===== src/logic/scc_pkg.sv =====
// Package of constants and types for the conversion controller
package scc_pkg;
    localparam int RES_BITS = 16;
    localparam logic [15:0] CODE_ZERO = 16'h0000;
    localparam logic [15:0] CODE_FULL = 16'hffff;
    localparam logic [15:0] CODE_MID = 16'h8000;
    localparam int CLK_HZ = 20000000;
    localparam int MAX_RATE_SPS = 600000;
    localparam int CYCLES_PER_SAMPLE = CLK_HZ / MAX_RATE_SPS;
    localparam int SWITCH_SETTLE_CYC = 1;
    localparam int BIT_CYC = 1;

    typedef enum logic [2:0] {
        SCC_ACQ = 3'b000,
        SCC_OPEN_GND = 3'b001,
        SCC_HOLD = 3'b011,
        SCC_BITS = 3'b010,
        SCC_DONE = 3'b110
    } scc_state_type;
endpackage : scc_pkg


===== src/logic/scc_trigger_sync.sv =====
// Synchroniser and rising edge detector for the conversion trigger
`timescale 1ns/1ps
module scc_trigger_sync (
    input wire logic ref_clk,
    input wire logic sys_rst,
    input wire logic conversion_trigger,
    output logic trigger_rise
);
    logic meta;
    logic sync;
    logic sync_d;
    logic next_meta;
    logic next_sync;
    logic next_sync_d;
    logic next_rise;

    always_comb begin
        next_meta = conversion_trigger;
        next_sync = meta;
        next_sync_d = sync;
        next_rise = sync & ~sync_d;
    end

    always_ff @(posedge ref_clk) begin
        if (sys_rst) begin
            meta <= 1'b0;
            sync <= 1'b0;
            sync_d <= 1'b0;
            trigger_rise <= 1'b0;
        end else begin
            meta <= next_meta;
            sync <= next_sync;
            sync_d <= next_sync_d;
            trigger_rise <= next_rise;
        end
    end
endmodule : scc_trigger_sync


===== src/logic/scc_controller.sv =====
// Successive approximation conversion controller
`timescale 1ns/1ps
module scc_controller #(
    parameter int BITS = scc_pkg::RES_BITS
) (
    input wire logic ref_clk,
    input wire logic sys_rst,
    input wire logic conversion_trigger,
    input wire logic comparator_high,
    output logic positive_ground_switch,
    output logic negative_ground_switch,
    output logic array_to_input,
    output logic [BITS-1:0] dac_positive_ref,
    output logic [BITS-1:0] dac_negative_ref,
    output logic [BITS-1:0] result_code,
    output logic result_valid,
    output logic busy,
    output logic powered_up
);
    // Widths the logic can serve
    if (BITS < 2 || BITS > 32) begin : g_bits_check
        $error("BITS must lie between 2 and 32");
    end

    // One cycle per switch and bit step
    if (scc_pkg::SWITCH_SETTLE_CYC != 1 || scc_pkg::BIT_CYC != 1) begin : g_step_check
        $error("Only one cycle per conversion step is served");
    end

    localparam logic [4:0] LAST_BIT = 5'(BITS - 1);
    localparam logic [BITS-1:0] RESET_CODE = BITS'(scc_pkg::CODE_ZERO);

    logic trigger_rise;
    scc_pkg::scc_state_type state;
    scc_pkg::scc_state_type next_state;
    logic [4:0] bit_idx;
    logic [4:0] next_bit_idx;
    logic [BITS-1:0] sar;
    logic [BITS-1:0] next_sar;
    logic next_pos_gnd;
    logic next_neg_gnd;
    logic next_to_input;
    logic next_in_bits;
    logic [BITS-1:0] next_dac_pos;
    logic [BITS-1:0] next_dac_neg;
    logic [BITS-1:0] next_code;
    logic next_valid;
    logic next_busy;
    logic next_power;

    scc_trigger_sync u_sync (
        .ref_clk(ref_clk),
        .sys_rst(sys_rst),
        .conversion_trigger(conversion_trigger),
        .trigger_rise(trigger_rise)
    );

    // Sequencer
    always_comb begin
        next_state = state;
        next_bit_idx = bit_idx;
        unique case (state)
            scc_pkg::SCC_ACQ: begin
                if (trigger_rise) begin
                    next_state = scc_pkg::SCC_OPEN_GND;
                end
            end
            scc_pkg::SCC_OPEN_GND: begin
                next_state = scc_pkg::SCC_HOLD;
            end
            scc_pkg::SCC_HOLD: begin
                next_bit_idx = LAST_BIT;
                next_state = scc_pkg::SCC_BITS;
            end
            scc_pkg::SCC_BITS: begin
                if (bit_idx != 5'h00) begin
                    next_bit_idx = bit_idx - 5'h01;
                end else begin
                    next_state = scc_pkg::SCC_DONE;
                end
            end
            scc_pkg::SCC_DONE: begin
                next_state = scc_pkg::SCC_ACQ;
            end
            default: begin
                next_state = scc_pkg::SCC_ACQ;
                next_bit_idx = 5'h00;
            end
        endcase
    end

    always_ff @(posedge ref_clk) begin
        if (sys_rst) begin
            state <= scc_pkg::SCC_ACQ;
            bit_idx <= 5'h00;
        end else begin
            state <= next_state;
            bit_idx <= next_bit_idx;
        end
    end

    // Per element trial, decision and drive
    for (genvar i = 0; i < BITS; i++) begin : g_elem
        localparam logic [4:0] SELF = 5'(i);
        localparam logic [4:0] ABOVE = 5'(i + 1);
        localparam bit TOP = (i == BITS - 1);
        logic trial;
        logic lower;
        assign trial = (state == scc_pkg::SCC_BITS) && (bit_idx == SELF);
        assign lower = !TOP && (state == scc_pkg::SCC_BITS) && (bit_idx == ABOVE);
        assign next_sar[i] = (state == scc_pkg::SCC_HOLD) ? TOP
            : trial ? comparator_high
            : lower ? 1'b1
            : sar[i];
        assign next_dac_pos[i] = next_in_bits & next_sar[i];
        assign next_dac_neg[i] = next_in_bits & ~next_sar[i];
    end

    always_ff @(posedge ref_clk) begin
        if (sys_rst) begin
            sar <= RESET_CODE;
        end else begin
            sar <= next_sar;
        end
    end

    // Array drive enable
    always_comb begin
        next_in_bits = (next_state == scc_pkg::SCC_BITS);
    end

    always_ff @(posedge ref_clk) begin
        if (sys_rst) begin
            dac_positive_ref <= '0;
            dac_negative_ref <= '0;
        end else begin
            dac_positive_ref <= next_dac_pos;
            dac_negative_ref <= next_dac_neg;
        end
    end

    // Switches
    always_comb begin
        next_pos_gnd = (next_state == scc_pkg::SCC_ACQ);
        next_neg_gnd = (next_state == scc_pkg::SCC_ACQ);
        next_to_input = (next_state == scc_pkg::SCC_ACQ)
            || (next_state == scc_pkg::SCC_OPEN_GND);
    end

    always_ff @(posedge ref_clk) begin
        if (sys_rst) begin
            positive_ground_switch <= 1'b1;
            negative_ground_switch <= 1'b1;
            array_to_input <= 1'b1;
        end else begin
            positive_ground_switch <= next_pos_gnd;
            negative_ground_switch <= next_neg_gnd;
            array_to_input <= next_to_input;
        end
    end

    // Result
    always_comb begin
        next_code = result_code;
        next_valid = 1'b0;
        if (state == scc_pkg::SCC_DONE) begin
            next_code = sar;
            next_valid = 1'b1;
        end
    end

    always_ff @(posedge ref_clk) begin
        if (sys_rst) begin
            result_code <= RESET_CODE;
            result_valid <= 1'b0;
        end else begin
            result_code <= next_code;
            result_valid <= next_valid;
        end
    end

    // Status
    always_comb begin
        next_busy = (next_state != scc_pkg::SCC_ACQ);
        next_power = (next_state != scc_pkg::SCC_ACQ);
    end

    always_ff @(posedge ref_clk) begin
        if (sys_rst) begin
            busy <= 1'b0;
            powered_up <= 1'b0;
        end else begin
            busy <= next_busy;
            powered_up <= next_power;
        end
    end
endmodule : scc_controller


===== config.mk =====
export PLATFORM = sky130hd
export DESIGN_NAME = scc_controller
export DESIGN_NICKNAME = d
export VERILOG_FILES = /design/src/logic/scc_pkg.sv /design/src/logic/scc_trigger_sync.sv /design/src/logic/scc_controller.sv
export SDC_FILE = /design/constraint.sdc
export NUM_CORES = 1
export LEC_CHECK = 0
export BUFFER_PORTS_ARGS = -buffer_cell sky130_fd_sc_hd__buf_4
export CAP_MARGIN = 15
export CORE_MARGIN = 2
export CORE_UTILIZATION = 54
export DETAILED_ROUTE_END_ITERATION = 12
export PLACE_DENSITY = 0.78
export SKIP_CTS_REPAIR_TIMING = 1
export SYNTH_ARGS = -nofsm -noshare
export SYNTH_HDL_FRONTEND = slang
export SYNTH_SLANG_ARGS = --single-unit

===== constraint.sdc =====
create_clock -name ref_clk -period 2.15 [get_ports ref_clk]
set_input_delay 0.43 -clock ref_clk [delete_from_list [all_inputs] [get_ports ref_clk]]
set_output_delay 0.43 -clock ref_clk [all_outputs]
set_load 0.03 [all_outputs]

; ---- After elaboration in Yosys (flattened, before gate mapping)
; Index checks and enable logic that the tools add are counted.
[totals]
reg_bits = 80
in_bits = 4
elab_cells = 165
[op_classes]
add_sub_neg = 1
n_eq_ne = 22
n_mux = 53
bitwise_logic = 51
reduce_logical = 24
[op_table]
columns = op, count
row1 = 1-bit 2-to-1 mux, 48
row2 = 5-bit by 4-bit == test with 1-bit output (second input constant), 8
row3 = 1-bit AND, 33
row4 = 5-bit by 3-bit == test with 1-bit output (second input constant), 4
row5 = 1-bit NOT, 18
row6 = 1-bit logical AND, 16
row7 = 5-bit one-hot mux with 3 select lines, 1
row8 = 3-bit one-hot mux with 4 select lines, 1
row9 = 5-bit by 2-bit == test with 1-bit output (second input constant), 2
row10 = 3-bit by 2-bit == test with 1-bit output (second input constant), 3
row11 = 3-bit by 1-bit == test with 1-bit output (second input constant), 2
row12 = 3-bit zero test, 2
row13 = 3-bit 2-to-1 mux, 2
row14 = 5-bit by 1-bit == test with 1-bit output (second input constant), 1
row15 = 5-bit zero test, 1
row16 = 5-bit 2-to-1 mux, 1
row17 = 5-bit nonzero test, 1
row18 = 5-bit by 1-bit subtractor with 5-bit output (second input constant), 1
row19 = 3-bit == test (second input constant), 1
row20 = 3-bit nonzero test, 1
row21 = 3-bit OR reduction, 1
row22 = 2-bit != test (second input constant), 1
row23 = 2-bit AND reduction, 1
row24 = 1-bit logical OR, 1

; ---- Logic depth before layout (Yosys ltp)
; Gate-level depths: netlist of run 1.
[depth]
ltp_word = 7
depth_mapped = 8

; ---- Hierarchy
; A second synthesis of run 1 with hierarchy kept.
[hier_totals]
hier_cells = 301
hier_area_um2 = 2894.0
[modules_own_cells]
columns = module, instances, cells_each, area_each_um2, seq_area_each_um2
row1 = scc_controller, 1, 293, 2782.7, 1521.5
row2 = scc_trigger_sync, 1, 8, 111.4, 80.1

; ---- Worst setup path before layout of run 1
; OpenSTA, ideal clock, no wires.
[synth_path]
path_type = flip-flop to flip-flop
start = register state[0]
end = register dac_negative_ref[0]
setup_ns = 0.114
t_arrival_ns = 1.675
t_required_ns = 2.036
path_slack_ns = 0.362
path_stages_with_launch = 6
synth_period_minus_slack_ns = 1.788
cell_sequence = dfxtp_1 buf_2 or4b_4 o31a_1 a211o_1 nor2b_1
[synth_via]
elab_chain_cells = 7
[synth_lines]
columns = element, line
row1 = from (decl), scc_controller.sv:34  ; scc_pkg::scc_state_type state;
row2 = from (signal assigned), scc_controller.sv:94  ; state <= scc_pkg::SCC_ACQ;
row3 = from (signal assigned), scc_controller.sv:97  ; state <= next_state;
row4 = 3-bit by 2-bit == test with 1-bit output, "scc_controller.sv:62, scc_controller.sv:109, scc_controller.sv:110"
row5 = 1-bit logical AND, scc_controller.sv:110  ; assign lower = !TOP && (state == scc_pkg::SCC_BITS) && (bit_idx == ABOVE);
row6 = 1-bit 2-to-1 mux, scc_controller.sv:113  ; : lower ? 1'b1
row7 = 1-bit 2-to-1 mux, scc_controller.sv:112  ; : trial ? comparator_high
row8 = 1-bit 2-to-1 mux, scc_controller.sv:111  ; assign next_sar[i] = (state == scc_pkg::SCC_HOLD) ? TOP
row9 = 1-bit NOT, scc_controller.sv:116  ; assign next_dac_neg[i] = next_in_bits & ~next_sar[i];
row10 = 1-bit AND (*), scc_controller.sv:116
row11 = to (signal assigned), scc_controller.sv:138  ; dac_negative_ref <= next_dac_neg;
row12 = to (decl), scc_controller.sv:14  ; output logic [BITS-1:0] dac_negative_ref,
; Mark *: on every way between the ends. The rest lies on a longest branch, timed or not.
; A chain may end at the register's enable or synchronous reset.

; ---- Final worst setup path of run 1
[layout_path]
start = register bit_idx[4]
end = register dac_negative_ref[11]
[layout_via]
elab_chain_cells = 7
[layout_lines]
columns = element, line
row1 = from (decl), scc_controller.sv:36  ; logic [4:0] bit_idx;
row2 = from (signal assigned), scc_controller.sv:98  ; bit_idx <= next_bit_idx;
row3 = branches (longest 6 deep; another with 5-bit nonzero test), -
row4 = 1-bit AND (*), scc_controller.sv:116
; Mark *: on every way between the ends.

==> results.sh, run 1 <==
export IMPL_mostFrequentLayoutCell="dfxtp_1"
export IMPL_startpoint_type="flop"
export IMPL_post_route_period_util=0.905
export IMPL_cts_sinks=80
export IMPL_final_cell_mix="dfxtp_1 (80), buf_4 (65), nor2_1 (47)"
export IMPL_cts_max_path_buffers=2
export IMPL_ys_ff_latch=80
export IMPL_dieArea_mm2=0.00605
export IMPL_dr_pass1_iters=4
export IMPL_finalHoldViolCount=0
export IMPL_syn_avg_cell_area_um2=9.24
export IMPL_wirelength_um=6520
export IMPL_crit_chain="or4b_1 > or3b_4 > o221ai_2 > nor2b_2"
export IMPL_power_density_mw_per_mm2=783
export IMPL_syn_inst=318
export IMPL_setup_viol=0
export IMPL_diodes=0
export IMPL_hp_class="in2reg"
export IMPL_synth_edf_count=0
export IMPL_finalSetupTns_ps=0
export IMPL_synth_area_leader_cell="dfxtp_1"
export IMPL_cp_top_family="simple AND/OR/NAND/NOR gates"
export IMPL_synth_async_reset_ratio=0
export IMPL_vias_per_cell=5.23
export IMPL_cpPeakStageDelay_ps=690
export IMPL_ant_nets=0
export IMPL_grt_overflow=0
export IMPL_max_freq_ghz=0.514
export IMPL_grt_max_degree=46
export IMPL_nets=380
export IMPL_rows=26
export IMPL_crit_required_ps=2440
export IMPL_synthMuxAreaShare=0.00681
export IMPL_critPathSlowestCell="or4b_1"
export IMPL_antenna_found_initial=0
export IMPL_slew_limit_headroom=0.660
export IMPL_grt_first_pass_wirelength_um=10500
export IMPL_slew_viol_final=0
export IMPL_synth_top_family_by_area="simple AND/OR/NAND/NOR gates"
export IMPL_whs_ps=289
export IMPL_cts_root_buf="clkbuf_8"
export IMPL_crit_buf_inv=0
export IMPL_fillers=418
export IMPL_cts_reportedPaths_clkPinSlew_ps=90
export IMPL_p_leak_nw=1.45
export IMPL_chipHeight_um=77.8
export IMPL_worstSetupPathType="reg2reg"
export IMPL_drt_iter0_markers=205
export IMPL_critPathLaunch="bit_idx[4]"
export IMPL_vias=2331
export IMPL_cp_end_kind="flop"
export IMPL_synth_xor_xnor_area_share=0.00298
export IMPL_path_max_fanout=9
export IMPL_finClkSkew_ps=10.0
export IMPL_start_util=0.568
export IMPL_synth_compound_area_frac=0.130
export IMPL_place_hpwl_um=4560
export IMPL_cts_made_buffers=9
export IMPL_max_cap_violations=0
export IMPL_place_congestion=0.905
export IMPL_yosys_area_share_simple=0.249
export IMPL_core_mm2=0.00517
export IMPL_grt_total_usage=0.223
export IMPL_grt_pass1_vias=2216
export IMPL_synthAdderAreaFrac=0.0213
export IMPL_areaGrowthSynthToFinish_pct=23.3
export IMPL_grt_setup_unrepaired="no"
export IMPL_drc=0
export IMPL_numPortBuffers=57
export IMPL_die_w_um=77.8
export IMPL_synth_top_flop_cell="dfxtp_1"
export IMPL_synth_nets=327
export IMPL_cts_tree="built"
export IMPL_clk_latency_ps=360
export IMPL_wire_per_inst_um=14.6
export IMPL_cp_arrival_ps=2230
export IMPL_status="finished, final reports clean"
export IMPL_peakVddDrop_mv=0.459
export IMPL_ys_top_cells_by_area="dfxtp_1 (54%), nor2_1 (6.0%), nor2b_1 (5.1%), nand2_1 (4.5%), a21oi_1 (3.9%)"
export IMPL_h_tree_depth=3
export IMPL_worstMarginPinSlew_ps=509
export IMPL_min_from="conversion_trigger"
export IMPL_r2r_start="bit_idx[4]"
export IMPL_yosysWarningCount=0
export IMPL_synth_top_area_share=0.545
export IMPL_ioPinCount=58
export IMPL_multi_input_area_mm2=0.00120
export IMPL_synthDistinctLibCells=43
export IMPL_regArea_mm2=0.00160
export IMPL_period_needed_ps=1940
export IMPL_ys_seq_area_frac=0.545
export IMPL_drive_above_1_share=0.239
export IMPL_syn_area_mm2=0.00294
stage by stage:
stage / cells / cell area (µm²) / util / total power, mW / setup slack, ps
2_1_floorplan: 318 / 2940 / - / 1.66 / 362
3_3_place_gp: 430 / 3410 / 0.659 / 1.70 / 290
3_5_place_dp: 430 / 3410 / 0.659 / 1.71 / 235
4_1_cts: 446 / 3620 / 0.701 / 2.85 / 212
5_1_grt: 446 / 3620 / 0.701 / 2.93 / 98.1
6_report: 446 / 3620 / 0.701 / 2.84 / 205
final timing paths:
kind	slack (ps)	endpoint	depth (start not counted)
worst max-delay path	210	dac_negative_ref[11]	4
worst min register to register	390	u_sync.trigger_rise	1
worst min-delay path	290	u_sync.meta	2
worst max register to register	210	dac_negative_ref[11]	4
cell usage after synthesis (3+ instances only):
library cell,number
nor2_1,47
o21ai_0,6
buf_2,8
nor2b_1,24
ha_1,5
a31oi_1,4
nand2_1,35
nor3_1,9
nand4b_1,4
a311o_1,3
a21oi_1,23
nand2b_1,4
a211o_1,3
dfxtp_1,80
clkbuf_1,13
inv_1,8
o221ai_1,6
or2_2,3
metal layers:
layer	vias to the layer above	GRT usage	share of wire
li1	1172	-	-
met5	-	0	0
met1	1069	0.298	0.46
met4	0	0.107	0.014
met2	81	0.344	0.45
met3	9	0.0453	0.077
kinds of logic after synthesis:
family / Yosys count
flops: 80
buf+inv: 31
fa+ha+maj: 5
mux: 2
simple gates: 143
compound gates: 56
xor+xnor: 1
worst reg2reg max path: cells and delay by family (launching register included):
kind            cells  cell delay, ps
simple gates        3            1300
compound gates      1             210
flops               1             360
power by group:
part           switching [mW]  internal, mW  total, mW
sequential             0.0135          1.50       1.51
combinational           0.103        0.0577      0.160
clock                   0.579         0.586       1.17
final cells by class:
class	instances	share of cell area
inverter	8	0.00828
multi-input combinational	207	0.332
sequential	80	0.442
tap	70	0.0242
timing repair buffer	65	0.135
clock buffer	10	0.0380
clock inverter	6	0.0211
sequential cells by signal, indices dropped and copies added, names as in the netlist, 3 cells and up:
register / count
bit_idx: 5
dac_negative_ref: 16
dac_positive_ref: 16
result_code: 16
sar: 16
state: 3
Note: power is estimated with default switching activity, not from simulation.
==> run 2, diff against run 1 <==
Settings changed: CORE_ASPECT_RATIO from default to 1.4, CORE_MARGIN 2 to 3.
==> run 2 against run 1 <==
Clock power about the same. Combinational power decreased by 3%. Die area increased by 5.4%. Wire length decreased by 2.3%. Sequential power about the same. Hold slack improved by 7.2 ps. Sequential cell count unchanged. First-iteration DRC count decreased by 20%. Cell count decreased by 1.3%. Clock skew increased by 0.87 ps. Largest power group unchanged.
==> results.sh, run 2 (synthesis gave the netlist of run 1 again) <==
export IMPL_finalSetupTns_ps=0
export IMPL_grt_overflow=0
export IMPL_finalHoldViolCount=0
export IMPL_setup_viol=0
export IMPL_status="finished, final reports clean"
export IMPL_slew_limit_headroom=0.575
export IMPL_grt_pass1_vias=2185
export IMPL_cts_made_buffers=9
export IMPL_core_mm2=0.00524
export IMPL_final_cell_mix="dfxtp_1 (80), buf_4 (62), nor2_1 (47)"
export IMPL_worstMarginPinSlew_ps=636
export IMPL_crit_chain="or4b_1 > buf_4 > nor3_1 > o221ai_1 > nor2b_1"
export IMPL_path_max_fanout=16
export IMPL_place_inst=424
export IMPL_grt_max_degree=46
export IMPL_place_congestion=0.879
export IMPL_wire_per_inst_um=14.5
export IMPL_cts_root_buf="clkbuf_8"
export IMPL_vias_per_cell=5.38
export IMPL_regArea_mm2=0.00160
export IMPL_peakVddDrop_mv=0.884
export IMPL_hp_class="in2reg"
export IMPL_critPathSlowestCell="or4b_1"
export IMPL_ant_nets=0
export IMPL_die_w_um=68.4
export IMPL_drt_iter0_markers=165
export IMPL_vias=2368
export IMPL_grt_setup_unrepaired="no"
export IMPL_r2r_start="state[2]"
export IMPL_grt_total_usage=0.214
export IMPL_dr_pass1_iters=4
export IMPL_hold_path_cell_count=2
export IMPL_fillers=433
export IMPL_worstSetupPathType="reg2reg"
export IMPL_startpoint_type="flop"
export IMPL_max_cap_violations=0
export IMPL_cts_reportedPaths_clkPinSlew_ps=90
export IMPL_max_freq_ghz=0.524
export IMPL_cp_end_kind="flop"
export IMPL_areaGrowthSynthToFinish_pct=23.2
export IMPL_cpPeakStageDelay_ps=550
export IMPL_cp_arrival_ps=2160
export IMPL_rows=31
export IMPL_multi_input_area_mm2=0.00120
export IMPL_slew_viol_final=0
export IMPL_cts_sinks=80
export IMPL_crit_buf_inv=1
export IMPL_cp_top_family="simple AND/OR/NAND/NOR gates"
export IMPL_start_util=0.561
export IMPL_reg2reg_depth=5
export IMPL_cts_max_path_buffers=2
export IMPL_cts_tree="built"
export IMPL_numPortBuffers=57
export IMPL_instances_no_fill=440
export IMPL_ioPinCount=58
export IMPL_nets=378
export IMPL_antenna_found_initial=0
export IMPL_ff2ff_setup_slack_ps=240
export IMPL_crit_required_ps=2400
export IMPL_r2r_end="dac_negative_ref[5]"
export IMPL_h_tree_depth=3
export IMPL_diodes=0
export IMPL_drc=0
export IMPL_wirelength_um=6370
export IMPL_mostFrequentLayoutCell="dfxtp_1"
export IMPL_finClkSkew_ps=10.9
export IMPL_chipHeight_um=93.3
export IMPL_grt_first_pass_wirelength_um=10300
export IMPL_min_from="conversion_trigger"
export IMPL_p_leak_nw=1.44
export IMPL_power_density_mw_per_mm2=793
export IMPL_period_needed_ps=1910
export IMPL_drive_above_1_share=0.233
export IMPL_post_route_period_util=0.888
export IMPL_place_hpwl_um=4430
export IMPL_min_to="u_sync.meta"
export IMPL_clk_latency_ps=350
export IMPL_dieArea_mm2=0.00638
==> run 2: cell count changes in the layout (fill, tap and decap cells not counted), sizes merged <==
| cell | before | now |
|---|---|---|
| buf | 65 | 63 |
| bufinv | 1 | 2 |
| clkinv | 3 | 1 |
| clkinvlp | 0 | 1 |
==> run 2: area by class of cell <==
type                       count  area share
sequential                    80       0.442
clock inverter                 6      0.0249
multi-input combinational    207       0.332
tap                           66      0.0228
clock buffer                  10      0.0352
inverter                       8     0.00829
timing repair buffer          63       0.134
==> run 2: worst max-delay path by stage <==
stage                          start                    to  slack, ps  cells past startpoint
after global placement    bit_idx[0]   dac_positive_ref[7]        290                      6
after CTS                 bit_idx[0]  dac_positive_ref[12]        260                      6
after detailed placement  bit_idx[0]  dac_positive_ref[12]        270                      6
after global routing      bit_idx[0]  dac_positive_ref[12]        110                      6
after floorplan             state[0]   dac_negative_ref[0]        360                      5
final                       state[2]   dac_negative_ref[5]        240                      5
==> run 2: report_power, final <==
part | switching [mW] | internal, mW | total [mW]
clock | 0.538 | 0.660 | 1.20
sequential | 0.0157 | 1.50 | 1.52
combinational | 0.0989 | 0.0572 | 0.156
total | 0.653 | 2.22 | 2.87
==> run 2: worst reg2reg max path, cell delays in order (launching register included) <==
cell      delay (ps)
dfxtp_1          450
or4b_1           550
buf_4            180
nor3_1           220
o221ai_1         210
nor2b_1          200
==> run 2: metal layers <==
metal	up-vias	track usage	wire [µm]
li1	1170	-	-
met1	1107	0.243	2490
met2	75	0.360	3360
met3	16	0.0625	353
met4	0	0.0978	170
met5	-	0	0
==> run 2: metrics by stage <==
step	setup WS, ps	instance area [µm²]	power [mW]	util	hold WS [ps]
after floorplan	362	2940	1.66	-	367
after global placement	289	3400	1.70	0.650	371
after detailed placement	266	3400	1.71	0.650	374
after CTS	259	3620	2.88	0.692	296
after global routing	115	3620	2.97	0.692	317
final	240	3620	2.87	0.692	296
